**src/hw/tlpes_pkg.sv**
```systemverilog
// Constants, field layout and mode type for the tributary line port.
// Assumes a single 25 MHz core clock and a plain strobe register port.
//
// Behaviour
// RULE1: Line data captured on line clock rising edge
// RULE2: Primary and redundant line inputs, same edge
// RULE3: Per-channel mode selects DS3/E3 or STS-1
// RULE4: DS3/E3 ingress samples both rails, selectable edge
// RULE5: STS-1 ingress uses positive rail only
// RULE6: STS-1 ingress samples on selectable edge
// RULE7: DS3/E3 egress launches both rails, selectable edge
// RULE8: STS-1 egress drives negative rail idle
// RULE9: STS-1 egress launches on selectable edge
// RULE10: Line unit holds data stable around chosen edge
// RULE11: Separate mode and edge settings, rising after reset
package tlpes_pkg;

  // ----------------------------------------------------------------
  // Register port
  // ----------------------------------------------------------------
  localparam int          ADDR_W         = 8;      // Register address width
  localparam int          DATA_W         = 32;     // Register data width
  localparam logic [7:0]  REG_CFG        = 8'h00;  // Mode and edge settings
  localparam logic [7:0]  REG_STAT       = 8'h04;  // Port state, sticky flags

  // ----------------------------------------------------------------
  // Field positions
  // ----------------------------------------------------------------
  localparam int          CFG_MODE_BIT   = 0;      // 1 selects STS-1 single rail
  localparam int          CFG_IN_FALL    = 1;      // Ingress samples on falling edge
  localparam int          CFG_EG_FALL    = 2;      // Egress launches on falling edge
  localparam int          CFG_W          = 3;      // Width of the settings field
  localparam logic [2:0]  CFG_RESET      = 3'h0;   // DS3/E3, rising edges
  localparam int          STAT_CNT_LSB   = 0;      // Ingress buffer fill, 2 bits
  localparam int          STAT_OVF_BIT   = 2;      // Ingress overflow, sticky
  localparam int          STAT_UND_BIT   = 3;      // Egress underrun, sticky
  localparam int          STAT_MODE_BIT  = 4;      // Current mode echo

  // ----------------------------------------------------------------
  // Buffering and synchronisers
  // ----------------------------------------------------------------
  localparam logic [1:0]  BUF_DEPTH      = 2'h2;   // Ingress buffer entries

  // Channel operating mode
  typedef enum logic {TLPES_MODE_DS3E3, TLPES_MODE_STS1} tlpes_mode_t;

endpackage

```
**src/hw/tlpes_samp_if.sv**
```systemverilog
// Link between the top module and one edge sampler.
// Assumes the edge selection is steady while the sampler runs.
`timescale 1ns/1ps

interface tlpes_samp_if #(parameter int W = 1);
  logic         fall_sel;  // High selects the falling edge
  logic         strobe;    // One-cycle pulse per captured edge
  logic [W-1:0] bits;      // Bits captured at that edge

  modport sampler (input fall_sel, output strobe, output bits);
  modport user    (output fall_sel, input strobe, input bits);
endinterface // tlpes_samp_if

```
**src/hw/tlpes_top.sv**
```systemverilog
// Line port of one tributary channel: primary and redundant line
// inputs, ingress rails into a two-entry buffer, egress rails out.
// Assumes the line and tributary clock and rail pins are asynchronous to core_clk and that the register
// master issues one-cycle strobes.
`timescale 1ns/1ps

module tlpes_top
  import tlpes_pkg::*;
(
  input  wire logic              core_clk,
  input  wire logic              rst,
  input  wire logic [ADDR_W-1:0] reg_addr,
  input  wire logic [DATA_W-1:0] reg_wdata,
  input  wire logic              reg_wr,
  input  wire logic              reg_rd,
  output logic      [DATA_W-1:0] reg_rdata,
  input  wire logic              line_rx_serial_clock_diff_pri,
  input  wire logic              line_rx_serial_data_diff_pri,
  input  wire logic              line_rx_serial_clock_diff_red,
  input  wire logic              line_rx_serial_data_diff_red,
  output logic                   line_pri_strobe,
  output logic                   line_pri_bit,
  output logic                   line_red_strobe,
  output logic                   line_red_bit,
  input  wire logic              trib_rx_clock,
  input  wire logic              trib_rx_pos_rail,
  input  wire logic              trib_rx_neg_rail,
  output logic                   ing_valid,
  input  wire logic              ing_ready,
  output logic                   ing_pos,
  output logic                   ing_neg,
  input  wire logic              trib_tx_clock,
  input  wire logic              eg_valid,
  output logic                   eg_ready,
  input  wire logic              eg_pos,
  input  wire logic              eg_neg,
  output logic                   trib_tx_pos_rail,
  output logic                   trib_tx_neg_rail
);

  // ----------------------------------------------------------------
  // Declarations
  // ----------------------------------------------------------------
  logic [CFG_W-1:0] cfg;             // Mode and edge settings
  tlpes_mode_t      mode;            // Decoded operating mode
  logic             ovf;             // Ingress overflow, sticky
  logic             und;             // Egress underrun, sticky
  logic             ent_pos [2];     // Ingress buffer, positive rail
  logic             ent_neg [2];     // Ingress buffer, negative rail
  logic [1:0]       ing_cnt;         // Ingress buffer fill
  logic [1:0]       next_cnt;        // Fill after this cycle
  logic             next_pos [2];    // Buffer contents after this cycle
  logic             next_neg [2];
  logic             push_drop;       // Push found the buffer full
  logic             pop;             // Word taken by the receiver
  logic             hold_full;       // Egress holding slot used
  logic             hold_pos;        // Egress held positive bit
  logic             hold_neg;        // Egress held negative bit
  logic             next_hold_full;  // Holding slot after this cycle
  logic             take;            // Word accepted from the sender
  logic             stat_clr_ovf;    // Software clear of overflow
  logic             stat_clr_und;    // Software clear of underrun

  tlpes_samp_if #(.W(1)) pri_if ();  // Primary line sampler
  tlpes_samp_if #(.W(1)) red_if ();  // Redundant line sampler
  tlpes_samp_if #(.W(2)) ing_if ();  // Ingress rail sampler
  tlpes_samp_if #(.W(1)) eg_if  ();  // Egress clock edge finder

  // Operating mode decoded from the settings bit
  assign mode = cfg[CFG_MODE_BIT] ? TLPES_MODE_STS1 : TLPES_MODE_DS3E3;

  // ----------------------------------------------------------------
  // Line inputs
  // ----------------------------------------------------------------
  // Both line inputs always use the rising edge
  assign pri_if.fall_sel = 1'b0;     // RULE1
  assign red_if.fall_sel = 1'b0;     // RULE2

  // Primary line input, rising edge only
  tlpes_edge_sampler #(.W(1)) u_pri (
    .core_clk (core_clk),
    .rst      (rst),
    .pin_clk  (line_rx_serial_clock_diff_pri),
    .pin_data (line_rx_serial_data_diff_pri),
    .port     (pri_if.sampler)
  );

  // Redundant line input, same discipline
  tlpes_edge_sampler #(.W(1)) u_red (
    .core_clk (core_clk),
    .rst      (rst),
    .pin_clk  (line_rx_serial_clock_diff_red),
    .pin_data (line_rx_serial_data_diff_red),
    .port     (red_if.sampler)
  );

  // Registered copies of both captured line streams
  always_ff @(posedge core_clk or posedge rst) begin
    if (rst) begin
      line_pri_strobe <= 1'h0;
      line_pri_bit    <= 1'h0;
      line_red_strobe <= 1'h0;
      line_red_bit    <= 1'h0;
    end else begin
      line_pri_strobe <= pri_if.strobe;
      line_pri_bit    <= pri_if.bits[0];
      line_red_strobe <= red_if.strobe;  // RULE2
      line_red_bit    <= red_if.bits[0];
    end
  end

  // ----------------------------------------------------------------
  // Register port
  // ----------------------------------------------------------------
  // Writing one to a status flag bit clears it
  assign stat_clr_ovf = reg_wr && reg_addr == REG_STAT && reg_wdata[STAT_OVF_BIT];
  assign stat_clr_und = reg_wr && reg_addr == REG_STAT && reg_wdata[STAT_UND_BIT];

  // Settings register, rising edges and DS3/E3 after reset
  always_ff @(posedge core_clk or posedge rst) begin
    if (rst) begin
      cfg <= CFG_RESET;                        // RULE11
    end else if (reg_wr && reg_addr == REG_CFG) begin
      cfg <= reg_wdata[CFG_W-1:0];             // RULE3
    end
  end

  // Read data stand for the one cycle after the read strobe
  always_ff @(posedge core_clk or posedge rst) begin
    if (rst) begin
      reg_rdata <= '0;
    end else if (reg_rd && reg_addr == REG_CFG) begin
      reg_rdata <= {{(DATA_W-CFG_W){1'b0}}, cfg};
    end else if (reg_rd && reg_addr == REG_STAT) begin
      reg_rdata <= {27'h0, cfg[CFG_MODE_BIT], und, ovf, ing_cnt};
    end else begin
      reg_rdata <= '0;                         // Unmapped or idle reads zero
    end
  end

  // ----------------------------------------------------------------
  // Ingress rails
  // ----------------------------------------------------------------
  // Ingress edge choice comes straight from the settings
  assign ing_if.fall_sel = cfg[CFG_IN_FALL];   // RULE4 RULE6

  // Both rails share one sampler so they stay paired
  tlpes_edge_sampler #(.W(2)) u_ing (
    .core_clk (core_clk),
    .rst      (rst),
    .pin_clk  (trib_rx_clock),
    .pin_data ({trib_rx_neg_rail, trib_rx_pos_rail}),
    .port     (ing_if.sampler)
  );

  // ----------------------------------------------------------------
  // Ingress buffer
  // ----------------------------------------------------------------
  // A word leaves when both sides agree
  assign pop = ing_valid & ing_ready;

  // Shift out on pop, then append the captured word behind the rest
  always_comb begin
    next_cnt    = ing_cnt;
    next_pos[0] = ent_pos[0];
    next_pos[1] = ent_pos[1];
    next_neg[0] = ent_neg[0];
    next_neg[1] = ent_neg[1];
    push_drop   = 1'b0;
    if (pop) begin
      next_pos[0] = ent_pos[1];
      next_neg[0] = ent_neg[1];
      next_cnt    = ing_cnt - 2'h1;
    end
    if (ing_if.strobe) begin
      if (next_cnt == BUF_DEPTH) begin
        push_drop = 1'b1;                      // Receiver stalled too long
      end else begin
        next_pos[next_cnt[0]] = ing_if.bits[0];
        // Single rail ignores the negative input entirely
        next_neg[next_cnt[0]] = (mode == TLPES_MODE_STS1) ? 1'b0 : ing_if.bits[1]; // RULE5
        next_cnt = next_cnt + 2'h1;
      end
    end
  end

  // Buffer state; outputs are the head entry registers
  always_ff @(posedge core_clk or posedge rst) begin
    if (rst) begin
      ing_cnt    <= 2'h0;
      ent_pos[0] <= 1'h0;
      ent_pos[1] <= 1'h0;
      ent_neg[0] <= 1'h0;
      ent_neg[1] <= 1'h0;
      ing_valid  <= 1'h0;
    end else begin
      ing_cnt    <= next_cnt;
      ent_pos[0] <= next_pos[0];
      ent_pos[1] <= next_pos[1];
      ent_neg[0] <= next_neg[0];
      ent_neg[1] <= next_neg[1];
      ing_valid  <= next_cnt != 2'h0;
    end
  end

  // Head entry drives the ingress outputs directly
  assign ing_pos = ent_pos[0];
  assign ing_neg = ent_neg[0];

  // Overflow flag, a new event wins over the clear
  always_ff @(posedge core_clk or posedge rst) begin
    if (rst) begin
      ovf <= 1'h0;
    end else if (push_drop) begin
      ovf <= 1'h1;
    end else if (stat_clr_ovf) begin
      ovf <= 1'h0;
    end
  end

  // ----------------------------------------------------------------
  // Egress rails
  // ----------------------------------------------------------------
  // Egress launch edge choice from the settings
  assign eg_if.fall_sel = cfg[CFG_EG_FALL];    // RULE7 RULE9

  // Finds launch edges only; its data input is unused
  tlpes_edge_sampler #(.W(1)) u_eg (
    .core_clk (core_clk),
    .rst      (rst),
    .pin_clk  (trib_tx_clock),
    .pin_data (1'b0),
    .port     (eg_if.sampler)
  );

  // Slot fills on a handshake and empties at each launch
  assign take           = eg_valid & eg_ready;
  assign next_hold_full = take | (hold_full & ~eg_if.strobe);

  // Holding slot, refilled by the sender between launch edges
  always_ff @(posedge core_clk or posedge rst) begin
    if (rst) begin
      hold_full <= 1'h0;
      hold_pos  <= 1'h0;
      hold_neg  <= 1'h0;
      eg_ready  <= 1'h0;
    end else begin
      hold_full <= next_hold_full;
      eg_ready  <= ~next_hold_full;
      if (take) begin
        hold_pos <= eg_pos;
        hold_neg <= eg_neg;
      end
    end
  end

  // Launch on the chosen edge; an empty slot sends zeros
  always_ff @(posedge core_clk or posedge rst) begin
    if (rst) begin
      trib_tx_pos_rail <= 1'h0;
      trib_tx_neg_rail <= 1'h0;
    end else if (eg_if.strobe) begin
      trib_tx_pos_rail <= hold_full & hold_pos;                  // RULE7 RULE9
      trib_tx_neg_rail <= (mode == TLPES_MODE_STS1) ? 1'b0 : (hold_full & hold_neg); // RULE8
    end else if (mode == TLPES_MODE_STS1) begin
      trib_tx_neg_rail <= 1'h0;                                   // RULE8
    end
  end

  // Underrun flag, a new event wins over the clear
  always_ff @(posedge core_clk or posedge rst) begin
    if (rst) begin
      und <= 1'h0;
    end else if (eg_if.strobe && !hold_full) begin
      und <= 1'h1;
    end else if (stat_clr_und) begin
      und <= 1'h0;
    end
  end
endmodule // tlpes_top

```
**src/hw/tlpes_edge_sampler.sv**
```systemverilog
// Samples an outside clock and data on core_clk and captures the data
// on the selected edge of that clock.
// Assumes the outside clock is well below half the core clock rate.
`timescale 1ns/1ps

module tlpes_edge_sampler
  import tlpes_pkg::*;
#(
  parameter int W = 1
) (
  input  wire logic         core_clk,
  input  wire logic         rst,
  input  wire logic         pin_clk,
  input  wire logic [W-1:0] pin_data,
  tlpes_samp_if.sampler     port
);

  // ----------------------------------------------------------------
  // Synchronisers
  // ----------------------------------------------------------------
  logic         clk_s1, clk_s2, clk_s3;    // Clock pin stages
  logic [W-1:0] dat_s1, dat_s2, dat_s3;    // Data pin stages
  logic         edge_hit;                  // Selected edge seen

  // Two flops per pin, a third for edge detection and setup side data
  always_ff @(posedge core_clk or posedge rst) begin
    if (rst) begin
      clk_s1 <= 1'h0;
      clk_s2 <= 1'h0;
      clk_s3 <= 1'h0;
      dat_s1 <= '0;
      dat_s2 <= '0;
      dat_s3 <= '0;
    end else begin
      clk_s1 <= pin_clk;
      clk_s2 <= clk_s1;
      clk_s3 <= clk_s2;
      dat_s1 <= pin_data;
      dat_s2 <= dat_s1;
      dat_s3 <= dat_s2;
    end
  end

  // Rising or falling transition as chosen
  assign edge_hit = port.fall_sel ? (clk_s3 & ~clk_s2) : (~clk_s3 & clk_s2);

  // ----------------------------------------------------------------
  // Capture
  // ----------------------------------------------------------------
  // Data from the cycle before the edge is seen, so a change right at
  // the edge (zero hold) does not leak into the captured value.
  always_ff @(posedge core_clk or posedge rst) begin
    if (rst) begin
      port.strobe <= 1'h0;
      port.bits   <= '0;
    end else begin
      port.strobe <= edge_hit;                    // RULE1
      if (edge_hit) begin
        port.bits <= dat_s3;                      // RULE6
      end
    end
  end
endmodule // tlpes_edge_sampler

```
**config.mk**
```make
export PLATFORM = sky130hd
export DESIGN_NAME = tlpes_top
export DESIGN_NICKNAME = d
export VERILOG_FILES = /design/src/hw/tlpes_pkg.sv /design/src/hw/tlpes_samp_if.sv /design/src/hw/tlpes_top.sv /design/src/hw/tlpes_edge_sampler.sv
export SDC_FILE = /design/constraint.sdc
export NUM_CORES = 1
export LEC_CHECK = 0
export CAP_MARGIN = 30
export CORE_UTILIZATION = 40
export CTS_BUF_LIST = sky130_fd_sc_hd__clkbuf_16
export CTS_CLUSTER_SIZE = 20
export DETAILED_ROUTE_END_ITERATION = 8
export DONT_BUFFER_PORTS = 1
export GPL_TIMING_DRIVEN = 0
export PLACE_DENSITY = 0.52
export SYNTH_ARGS = -nofsm -noshare
export SYNTH_HDL_FRONTEND = slang
export SYNTH_SLANG_ARGS = --single-unit
export TNS_END_PERCENT = 50
```
**constraint.sdc**
```tcl
create_clock -name core_clk -period 2.6 [get_ports core_clk]
set_input_delay 0.26 -clock core_clk [delete_from_list [all_inputs] [get_ports core_clk]]
set_output_delay 0.26 -clock core_clk [all_outputs]
set_load 0.01 [all_outputs]
```
Yosys cells after proc, flatten, opt, wreduce, memory -nomap -nowiden
Index checks and enable logic that the tools add are counted.
W data, S select, Z words.
Word-level totals
  bits in registers: 86
  word-level logic and storage cells: 119
Operators by class
  $add $sub $neg: 2
  order comparisons: 2
  equal/unequal tests: 2
  multiplexer cells: 28
  bitwise logic cells: 22
  reductions and logical operators: 15
Operators with widths (number)
  $mux W1: 16
  $mux W2: 7
  $and A1 B1 Y1: 11
  $mux W5: 2
  $not A1 Y1: 9
  $eq A8 B3 Y1 const B: 1
  $logic_and A1 B1 Y1: 8
  $logic_not A8 Y1: 1
  $reduce_bool A2 Y1: 4
  $bwmux W2: 2
  $add A2 B1 Y2 const B: 1
  $eq A2 B2 Y1 const B: 1
  $ge A2 B2 Y1 const B: 1
  $lt A2 B1 Y1 const B: 1
  $not A1 Y2: 1
  $reduce_and A2 Y1: 1
  $sub A2 B1 Y2 const B: 1
  $demux W1 S1: 1
  $logic_not A1 Y1: 1
  $or A1 B1 Y1: 1

Longest topological paths before layout
Gate-level depths: netlist of run 1.
  word-level depth: 10
  depth in mapped cells: 7

Hierarchy
A second synthesis of run 1 with hierarchy kept.
Unflattened totals
  cell total of the unflattened synthesis: 179
  area, all modules: 2453.6 µm²
By module, submodules not included
  tlpes_top: instances 1, cells each 116, area each 1348.8 µm²
  tlpes_edge_sampler at u_eg ...: instances 3, cells each 13, area each 237.7 µm²
  tlpes_edge_sampler at u_ing: instances 1, cells each 24, area each 391.6 µm²

Least setup slack after synthesis of run 1
OpenSTA, ideal clock, no wires.
  path type: register to register
  start point: register ing_valid
  end point: register ent_pos (netlist bit ing_pos)
  setup time: 125 ps
  arrival: 1821 ps
  data required time: 2475 ps
  setup slack: 654 ps
  stages on the path, launching flop included: 8
  buffers on the path: 1
  period minus slack after synthesis: 1946 ps
  cell sequence: dfrtp_1 -> and3b_1 -> buf_2 -> xor2_1 -> ha_1 -> nor2b_1 -> nor3b_2 -> mux2_2
RTL lines
  start, declared: RTL line tlpes_top.sv:28  | output logic ing_valid,
  start signal, assigned: RTL line tlpes_top.sv:195  | ing_valid <= 1'h0;
  start signal, assigned: RTL line tlpes_top.sv:202  | ing_valid <= next_cnt != 2'h0;
  end, declared: RTL line tlpes_top.sv:48  | logic ent_pos [2];

==> flow_summary.yaml, run 1 <==
placed_design:
  place.detailed.hpwl_um: 2560
  post_dp_cell_area_um2: 2450
  placed_cells_incl_taps: 257
  place_congestion: 0.661
  port_buffers: 0
final_layout:
  antenna_cells: 0
  mostFrequentLayoutCell: "sky130_fd_sc_hd__dfrtp_1"
  final_layout_size_suffix_gt1_share_pct: 30.7
  nets: 264
  num-fill-cells: 463
  synthToLayoutAreaGrowth_pct: 26.6
  final-instance-count-excl-fill: 282
  highest_count_cells_in_the_layout_ignoring_fill_and_taps: "59 x sky130_fd_sc_hd__dfrtp_1, 27 x sky130_fd_sc_hd__buf_4, 27 x sky130_fd_sc_hd__conb_1"
  finish.instance_area_um2: 2840
routing:
  drt_first_iter_violations: 35
  drt.antenna.violating_nets: 0
  postRouteWirelength_um: 3480
  drt_pre_antenna_iters: 4
  drc_errors: 0
  vias: 1252
  wire_per_inst_um: 12.3
  routed_via_density: 4.44
global_route:
  grt.total_usage_pct: 14.2
  wire_length_of_the_first_global_routing_pass_um: 6120
  grt_start_max_net_pins: 35
  leftover_overflow_at_the_end_of_global_routing: 0
  number_of_antenna_violations_at_the_first_check_in_global_routing: 0
  grt_pass1_vias: 1308
clocking:
  clk_transition_reported_paths_ps: 50
  postCtsResizedCells: 0
  clock_insertion_delay_worst_skew_ps: 320
  cts_setup_buffers: 0
  cts.root.buffer_cell: "sky130_fd_sc_hd__clkbuf_16"
  tritoncts_clock_tree: "done"
  number_of_sinks_handled_by_clock_tree_synthesis: 59
  clockBufferDepth: 2
  cts-buffers-inserted: 9
  cts.hold.buffers_added: 9
  cts_htree_levels: 3
worst_setup_path:
  path_cells: "and3b_1, buf_2, xor2_1, ha_1, nor2b_1, nor3b_2, mux2_2"
  max_stage_delay_ps: 440
  setup.worst_path.class: "reg -> reg"
  critical_path_depth: 7
  critPathTopFamily: "simple AND/OR/NAND/NOR gates"
  critical_path_required_ps: 2800
  worstRegToRegCells: 7
  crit_path_top_delay_cell: "sky130_fd_sc_hd__dfrtp_1"
  critPathLaunchType: "register"
  critPathArrivalTime_ps: 2310
  critical_path_peak_fanout: 7
  critical_path.n_buffers_inverters: 1
  critPathCaptureType: "register"
sta:
  grt_setup_unrepaired: "no"
  worst_pin_slew_ps: 561
  max_clock_freq_mhz: 475
  holdWs_ps: 75.0
  totalNegativeSetupSlack_ps: 0
  finalCriticalPeriod_ps: 2110
  finalClockSkew_ps: 6.73
  report.final.slew_viol_count: 0
  hold_violation_total_from_the_final_report: 0
  timing.final.setup_violations: 0
  period_share_pct: 81.1
  timing.slew.headroom_pct: 62.5
logic_synthesis:
  synthArstFlopShare_pct: 100
  seq_total_area_yosys_pct: 65.8
  postSynthAreaPerCell_um2: 14.0
  synth_enable_flop_cells: 0
  yosys_warnings: 0
  synth-seq-cells: 59
  syn-instance-count: 160
  synth_area_um2: 2240
  ys_types: 34
  flip_flop_cell_with_the_highest_count_after_synthesis: "sky130_fd_sc_hd__dfrtp_1"
die:
  io_pins: 98
  floorplan.die.width_um: 76.9
  design.die.area_um2: 5920
  die_height_um: 76.9
  standard_cell_row_count: 26
  area_of_the_core_region_um2: 5270
  initial_core_util_pct: 42.6
power_and_ir_drop:
  worst_ir_drop_on_vdd_mv: 0.523
  power-per-cell-area_nw_per_um2: 921
  power_mw: 2.62
  total_leakage_power_nw: 1.38
flow_run:
  max_cap_violations: 0
worst_hold_path:
  min_path_type: "in -> reg"
  whs_path_depth: 1
status:
  status: "complete, no violations"
metrics by stage:
stage	setup slack, ps	utilization, %
floorplan	654	-
global placement	394	46.1
detailed placement	474	46.5
CTS	460	53.9
global route	347	53.9
finish	493	53.9
path summary, 6_finish.rpt:
kind | startpoint | to | slack, ps
worst max register to register | ing_valid | ing_pos | 490
worst min-delay path | reg_wdata[2] | cfg[2] | 70
min in group asynchronous | rst | u_ing.clk_s1 | 450
worst max-delay path | ing_valid | ing_pos | 490
worst min register to register | u_ing.dat_s2[0] | u_ing.dat_s3[0] | 340
max in group asynchronous | rst | reg_rdata[4] | 1580
report_power, final:
part	leakage (nW)	internal, mW	total [mW]	switching (mW)
registers	0.709	1.04	1.14	0.0968
clock network	0.146	0.746	1.15	0.399
logic	0.525	0.175	0.333	0.158
total	1.38	1.96	2.62	0.654
Yosys cell counts, types with 2 or more instances:
cell	number	area (um2)
sky130_fd_sc_hd__nor3_1	2	10.0
sky130_fd_sc_hd__inv_1	6	22.5
sky130_fd_sc_hd__nand2b_1	3	18.8
sky130_fd_sc_hd__nand3_1	3	15.0
sky130_fd_sc_hd__a21oi_1	2	10.0
sky130_fd_sc_hd__a221o_1	2	20.0
sky130_fd_sc_hd__nor2_1	4	15.0
sky130_fd_sc_hd__nand2_1	4	15.0
sky130_fd_sc_hd__mux2_2	12	135
sky130_fd_sc_hd__nand3b_1	2	15.0
sky130_fd_sc_hd__dfrtp_1	59	1480
sky130_fd_sc_hd__buf_4	27	203
sky130_fd_sc_hd__and4_1	2	17.5
sky130_fd_sc_hd__mux2i_1	6	60.1
sky130_fd_sc_hd__nor2b_1	5	31.3
sky130_fd_sc_hd__o21ai_0	3	15.0
routing by layer:
metal  wire length [um]  global-route usage, %
met4                 60                   8.08
met2               1900                   24.3
met1               1230                   13.7
met3                290                   7.14
met5                  0                      0
flip-flops by register name (all words and copies together), names as in the netlist, 2 cells and up, named ones only:
name / flops
cfg: 3
ing_cnt: 2
reg_rdata: 5
u_ing.dat_s1: 2
u_ing.dat_s2: 2
u_ing.dat_s3: 2
u_ing.port.bits: 2
kinds of logic (layout without fill, tap and decap cells):
logic type | Yosys count | after routing | share of synthesized area, %
other cells | 1 | 27 | 0.167
buf+inv | 35 | 61 | 10.4
mux | 19 | 19 | 9.20
flops | 59 | 59 | 65.8
compound gates | 11 | 11 | 3.46
xor+xnor | 1 | 1 | 0.390
fa+ha+maj | 1 | 1 | 0.557
simple gates | 33 | 33 | 10.0
layout make-up:
type | count | area [um2] | share of cell area, %
flip-flops and latches | 59 | 1480 | 51.9
plain buffers | 29 | 211 | 7.44
well taps | 70 | 87.6 | 3.08
inverters | 6 | 22.5 | 0.792
repair buffers | 10 | 110 | 3.87
clock inverters | 7 | 77.6 | 2.73
multi-input cells | 92 | 632 | 22.2
clock buffers | 9 | 225 | 7.92
worst reg2reg max path: cells and delay by family (launching register included):
kind	cells	cell delay, ps
fa+ha+maj	1	220
flops	1	440
simple gates	3	640
xor+xnor	1	170
mux	1	370
buf+inv	1	160
Power figures use the tool's default switching activity.
==> run 2: changes to the inputs <==
==> constraint.sdc (replaced) <==
create_clock -name core_clk -period 2.2 [get_ports core_clk]
set_input_delay 0.22 -clock core_clk [delete_from_list [all_inputs] [get_ports core_clk]]
set_output_delay 0.22 -clock core_clk [all_outputs]
set_load 0.01 [all_outputs]
==> run 2 against run 1 <==
Compared with the run above:
- wire length rose by 0.17%
- clock-buffer cell count stayed put
- hold slack got worse by 40 ps
- critical endpoint unchanged
- utilization is 0.31 points higher
- largest power group is now sequential cells
- sequential power rose by 18%
- worst setup slack got worse by 340 ps
- critical path type unchanged
- global-route usage is the same
- combinational power is 23% higher
==> flow_summary.yaml, run 2 (synthesized netlist as in run 1, its figures left out) <==
global_route:
  grt.total_usage_pct: 14.2
  number_of_antenna_violations_at_the_first_check_in_global_routing: 0
  grt_pass1_vias: 1308
  wire_length_of_the_first_global_routing_pass_um: 6120
  grt_start_max_net_pins: 35
  leftover_overflow_at_the_end_of_global_routing: 0
final_layout:
  top_regs: "reg_rdata: 5 flops, cfg: 3 flops"
  nets: 265
  final_layout_size_suffix_gt1_share_pct: 31.5
  antenna_cells: 0
  highest_count_cells_in_the_layout_ignoring_fill_and_taps: "59 x sky130_fd_sc_hd__dfrtp_1, 28 x sky130_fd_sc_hd__buf_4, 27 x sky130_fd_sc_hd__conb_1"
  registers.top_by_ff_count: "reg_rdata"
  synthToLayoutAreaGrowth_pct: 27.4
  num-fill-cells: 463
  mostFrequentLayoutCell: "sky130_fd_sc_hd__dfrtp_1"
  largest_reg_flops: 5
power_and_ir_drop:
  power-per-cell-area_nw_per_um2: 1090
  total_leakage_power_nw: 1.39
  power_frac_clock_pct: 43.5
  power.internal_mw: 2.33
  sw_frac_of_total_pct: 25.1
  power_mw: 3.11
  net-switching-power_uw: 781
  worst_ir_drop_on_vdd_mv: 0.618
  power.combinational.fraction_pct: 13.2
  sequentialPowerShare_pct: 43.3
sta:
  worst_pin_slew_ps: 560
  max_clock_freq_mhz: 488
  period_share_pct: 93.1
  totalNegativeSetupSlack_ps: 0
  hold_violation_total_from_the_final_report: 0
  finalClockSkew_ps: 6.68
  timing.slew.headroom_pct: 62.6
  finalCriticalPeriod_ps: 2050
  grt_setup_unrepaired: "no"
  report.final.slew_viol_count: 0
  timing.final.setup_violations: 0
die:
  io_pins: 98
  initial_core_util_pct: 42.6
  design.die.area_um2: 5920
  area_of_the_core_region_um2: 5270
  floorplan.die.width_um: 76.9
  die_height_um: 76.9
  standard_cell_row_count: 26
worst_setup_path:
  critPathLaunchType: "register"
  reg2reg_from: "ing_valid"
  critPathArrivalTime_ps: 2250
  path_cells: "and3b_1, buf_2, xor2_1, ha_1, nor2b_2, nor3b_4, mux2_2"
  critical_path_peak_fanout: 7
  critPathCaptureType: "register"
  timing.critical_path.from: "ing_valid"
  critical_path_required_ps: 2400
  critical_path.n_buffers_inverters: 1
  critPathTopFamily: "simple AND/OR/NAND/NOR gates"
  crit_path_top_delay_cell: "sky130_fd_sc_hd__dfrtp_1"
  setup.worst_path.class: "reg -> reg"
  max_stage_delay_ps: 440
clocking:
  cts-buffers-inserted: 9
  clk_transition_reported_paths_ps: 50
  clockBufferDepth: 2
  cts.root.buffer_cell: "sky130_fd_sc_hd__clkbuf_16"
  cts_htree_levels: 3
  clock_insertion_delay_worst_skew_ps: 320
  tritoncts_clock_tree: "done"
  number_of_sinks_handled_by_clock_tree_synthesis: 59
routing:
  postRouteWirelength_um: 3490
  vias: 1253
  wire_per_inst_um: 12.3
  routed_via_density: 4.43
  drt_first_iter_violations: 41
  drt_pre_antenna_iters: 4
  drc_errors: 0
  drt.antenna.violating_nets: 0
placed_design:
  place.detailed.hpwl_um: 2560
  port_buffers: 0
  place_congestion: 0.661
worst_hold_path:
  worst_hold_start: "reg_wdata[2]"
  min_path_type: "in -> reg"
status:
  status: "complete, no violations"
flow_run:
  max_cap_violations: 0
[run 2: cell types whose count changed in the layout (fill, tap and decap cells not counted)]
| cell | change |
|---|---|
| sky130_fd_sc_hd__nor3b_4 | +1 |
| sky130_fd_sc_hd__nor3b_2 | -1 |
| sky130_fd_sc_hd__nor2b_2 | +1 |
| sky130_fd_sc_hd__buf_4 | +1 |
| sky130_fd_sc_hd__nor2b_1 | -1 |
[run 2: repair_timing]
item,in CTS,in global routing
buffers inserted,0,1
hold buffers,9,0
resized for setup,0,2
endpoints found under the setup margin,0,1
hold endpoints to repair,33,0
[run 2: power groups by stage]
stage	clock network, mW	logic (mW)	registers, mW
CTS	1.40	0.402	1.35
global route	1.46	0.465	1.37
global placement	0	0.356	1.36
finish	1.35	0.411	1.35
detailed placement	0	0.387	1.37
floorplan	0	0.326	1.34
[run 2: path summary, 6_finish.rpt]
check,cells past startpoint,to,slack [ps]
max in group asynchronous,3,reg_rdata[4],1220
worst min-delay path,1,cfg[2],30
worst max-delay path,7,ing_pos,150
min in group asynchronous,2,u_ing.clk_s1,410
worst max register to register,7,ing_pos,150
worst min register to register,0,u_ing.dat_s3[0],340
[run 2: area by class of cell]
cell class / count / area (um2) / share of cell area [%]
clock inverter: 7 / 77.6 / 2.71
clock buffer: 9 / 225 / 7.88
inverter: 6 / 22.5 / 0.788
sequential: 59 / 1480 / 51.6
buffer: 29 / 211 / 7.40
multi-input combinational: 92 / 641 / 22.4
tap: 70 / 87.6 / 3.06
timing repair buffer: 11 / 118 / 4.11
[run 2: worst reg2reg max path, cell delays in order, from the launching register on]
cell                      delay (ps)
sky130_fd_sc_hd__dfrtp_1         440
sky130_fd_sc_hd__and3b_1         200
sky130_fd_sc_hd__buf_2           170
sky130_fd_sc_hd__xor2_1          170
sky130_fd_sc_hd__ha_1            230
sky130_fd_sc_hd__nor2b_2         150
sky130_fd_sc_hd__nor3b_4         220
sky130_fd_sc_hd__mux2_2          360
[run 2: routing by layer]
metal  track usage [%]  routed length, um  vias to the layer above
met5                 0                  0                        -
met2              24.3               1890                       58
met1              13.7               1250                      609
met4              8.08                 60                        0
li1                  -                  -                      580
met3              7.14                290                        6
[run 2: metrics by stage]
step / instances / worst slack, ps / hold slack, ps / area, um2 / utilization (%)
finish: 283 / 151 / 34.9 / 2860 / 54.2
global route: 283 / 29.8 / 26.1 / 2860 / 54.2
CTS: 282 / 59.9 / 22.0 / 2840 / 53.9
detailed placement: 257 / 73.9 / 194 / 2450 / 46.5
global placement: 256 / 34.3 / 251 / 2430 / 46.1
floorplan: 186 / 254 / 251 / 2340 / -
==> run 3: changes to the inputs <==
--- a/config.mk
+++ b/config.mk
@@ -13,6 +13,7 @@
 export DONT_BUFFER_PORTS = 1
 export GPL_TIMING_DRIVEN = 0
 export PLACE_DENSITY = 0.52
+export SETUP_SLACK_MARGIN = 0.2
 export SYNTH_ARGS = -nofsm -noshare
 export SYNTH_HDL_FRONTEND = slang
 export SYNTH_SLANG_ARGS = --single-unit
==> run 3 against run 2 <==
Compared with the run above:
- critical path depth unchanged
- clock power is essentially flat
- hold slack hardly changed
- critical endpoint unchanged
- sequential power hardly changed
- worst setup slack improved by 120 ps
- wire length is 0.92% higher
- clock-buffer cell count is the same
- largest cell class unchanged
- combinational power increased by 12%
==> flow_summary.yaml, run 3 (synthesized netlist as in run 1, its figures left out) <==
status:
  status: "complete, no violations"
sta:
  timing.slew.headroom_pct: 62.5
  hold_violation_total_from_the_final_report: 0
  finalClockSkew_ps: 6.41
  period_share_pct: 87.5
  totalNegativeSetupSlack_ps: 0
  timing.final.setup_violations: 0
  report.final.slew_viol_count: 0
  worst_pin_slew_ps: 561
  finalCriticalPeriod_ps: 1930
  max_clock_freq_mhz: 519
  grt_setup_unrepaired: "no"
die:
  die_height_um: 76.9
  design.die.area_um2: 5920
  floorplan.die.width_um: 76.9
  initial_core_util_pct: 42.6
  io_pins: 98
  standard_cell_row_count: 26
  area_of_the_core_region_um2: 5270
final_layout:
  nets: 266
  largest_reg_flops: 5
  final-instance-count-excl-fill: 284
  final_core_util_pct: 54.7
  mostFrequentLayoutCell: "sky130_fd_sc_hd__dfrtp_1"
  highest_count_cells_in_the_layout_ignoring_fill_and_taps: "58 x sky130_fd_sc_hd__dfrtp_1, 29 x sky130_fd_sc_hd__buf_4, 27 x sky130_fd_sc_hd__conb_1"
  antenna_cells: 0
  registers.top_by_ff_count: "reg_rdata"
  synthToLayoutAreaGrowth_pct: 28.5
  finish.instance_area_um2: 2890
  top_regs: "reg_rdata: 5 flops, cfg: 3 flops"
  final_layout_size_suffix_gt1_share_pct: 32.7
clocking:
  number_of_sinks_handled_by_clock_tree_synthesis: 59
  clk_transition_reported_paths_ps: 50
  tritoncts_clock_tree: "done"
  clockBufferDepth: 2
  cts_htree_levels: 3
  cts.root.buffer_cell: "sky130_fd_sc_hd__clkbuf_16"
  cts-buffers-inserted: 9
  clock_insertion_delay_worst_skew_ps: 320
routing:
  routed_via_density: 4.41
  wire_per_inst_um: 12.4
  vias: 1253
  drt.antenna.violating_nets: 0
  drt_first_iter_violations: 43
  drc_errors: 0
  postRouteWirelength_um: 3520
  drt_pre_antenna_iters: 4
worst_setup_path:
  path_cells: "and3b_1, buf_6, xor2_1, ha_2, nor2b_4, nor3b_4, mux2_4"
  crit_path_top_delay_cell: "sky130_fd_sc_hd__dfrtp_2"
  critPathArrivalTime_ps: 2130
  setup.worst_path.class: "reg -> reg"
  critical_path_required_ps: 2400
  critical_path_peak_fanout: 7
  max_stage_delay_ps: 440
  critPathLaunchType: "register"
  ff2ff_setup_slack_ps: 270
  critPathCaptureType: "register"
placed_design:
  post_dp_cell_area_um2: 2450
  place.detailed.hpwl_um: 2560
  port_buffers: 0
  placed_cells_incl_taps: 257
  place_congestion: 0.661
flow_run:
  max_cap_violations: 0
global_route:
  leftover_overflow_at_the_end_of_global_routing: 0
  grt.total_usage_pct: 14.3
  grt_start_max_net_pins: 35
  grt_pass1_vias: 1320
  number_of_antenna_violations_at_the_first_check_in_global_routing: 0
  wire_length_of_the_first_global_routing_pass_um: 6170
power_and_ir_drop:
  total_leakage_power_nw: 1.40
  power-per-cell-area_nw_per_um2: 1100
  power_mw: 3.16
  worst_ir_drop_on_vdd_mv: 0.618
worst_hold_path:
  min_path_type: "in -> reg"
==> run 3: through the flow <==
stage | setup WS [ps] | hold slack, ps
6_report | 275 | 34.6
5_1_grt | 202 | 26.1
4_1_cts | 214 | 22.0
3_5_place_dp | 73.9 | 194
3_3_place_gp | 34.3 | 251
2_1_floorplan | 254 | 251
==> run 3: area by class of cell <==
cell class                 count  area, um2
inverter                       6       22.5
sequential                    59       1480
tap                           70       87.6
multi-input combinational     92        652
buffer                        29        218
timing repair buffer          12        125
clock buffer                   9        225
fill                         455       2380
clock inverter                 7       77.6
==> run 3: timing repair <==
| item | in CTS | in global routing |
|---|---|---|
| endpoints found under the setup margin | 1 | 2 |
| resized for setup | 6 | 2 |
| buffers inserted | 1 | 1 |
| endpoints found under the hold margin | 33 | 0 |
| hold buffers | 9 | 0 |
| pin swaps | 0 | 2 |
==> run 3: routing by layer <==
metal | vias to the layer above | track usage [%] | wire (um)
li1 | 580 | - | -
met2 | 58 | 24.5 | 1910
met3 | 6 | 7.14 | 290
met1 | 609 | 13.9 | 1260
met5 | - | 0 | 0
met4 | 0 | 8.08 | 60
==> run 3: worst max-delay path: cells and delay by family, from the launching register on <==
family        cells  cell delay, ps
fa+ha+maj         1             220
xor+xnor          1             150
buf+inv           1             130
mux               1             320
flops             1             440
simple gates      3             540
==> run 3: final timing paths <==
kind,from,endpoint,depth (start not counted)
worst min register to register,u_ing.dat_s2[0],u_ing.dat_s3[0],0
min in group asynchronous,rst,u_ing.clk_s1,2
worst max register to register,ing_valid,ing_pos,7
worst max-delay path,ing_valid,ing_pos,7
worst min-delay path,reg_wdata[2],cfg[2],1
max in group asynchronous,rst,reg_rdata[4],3
==> run 3: power by group <==
group          internal (mW)  switching, mW  leakage, nW  total [mW]
clock network          0.881          0.473        0.146        1.35
logic                  0.252          0.207        0.541       0.459
registers               1.23          0.115        0.708        1.35
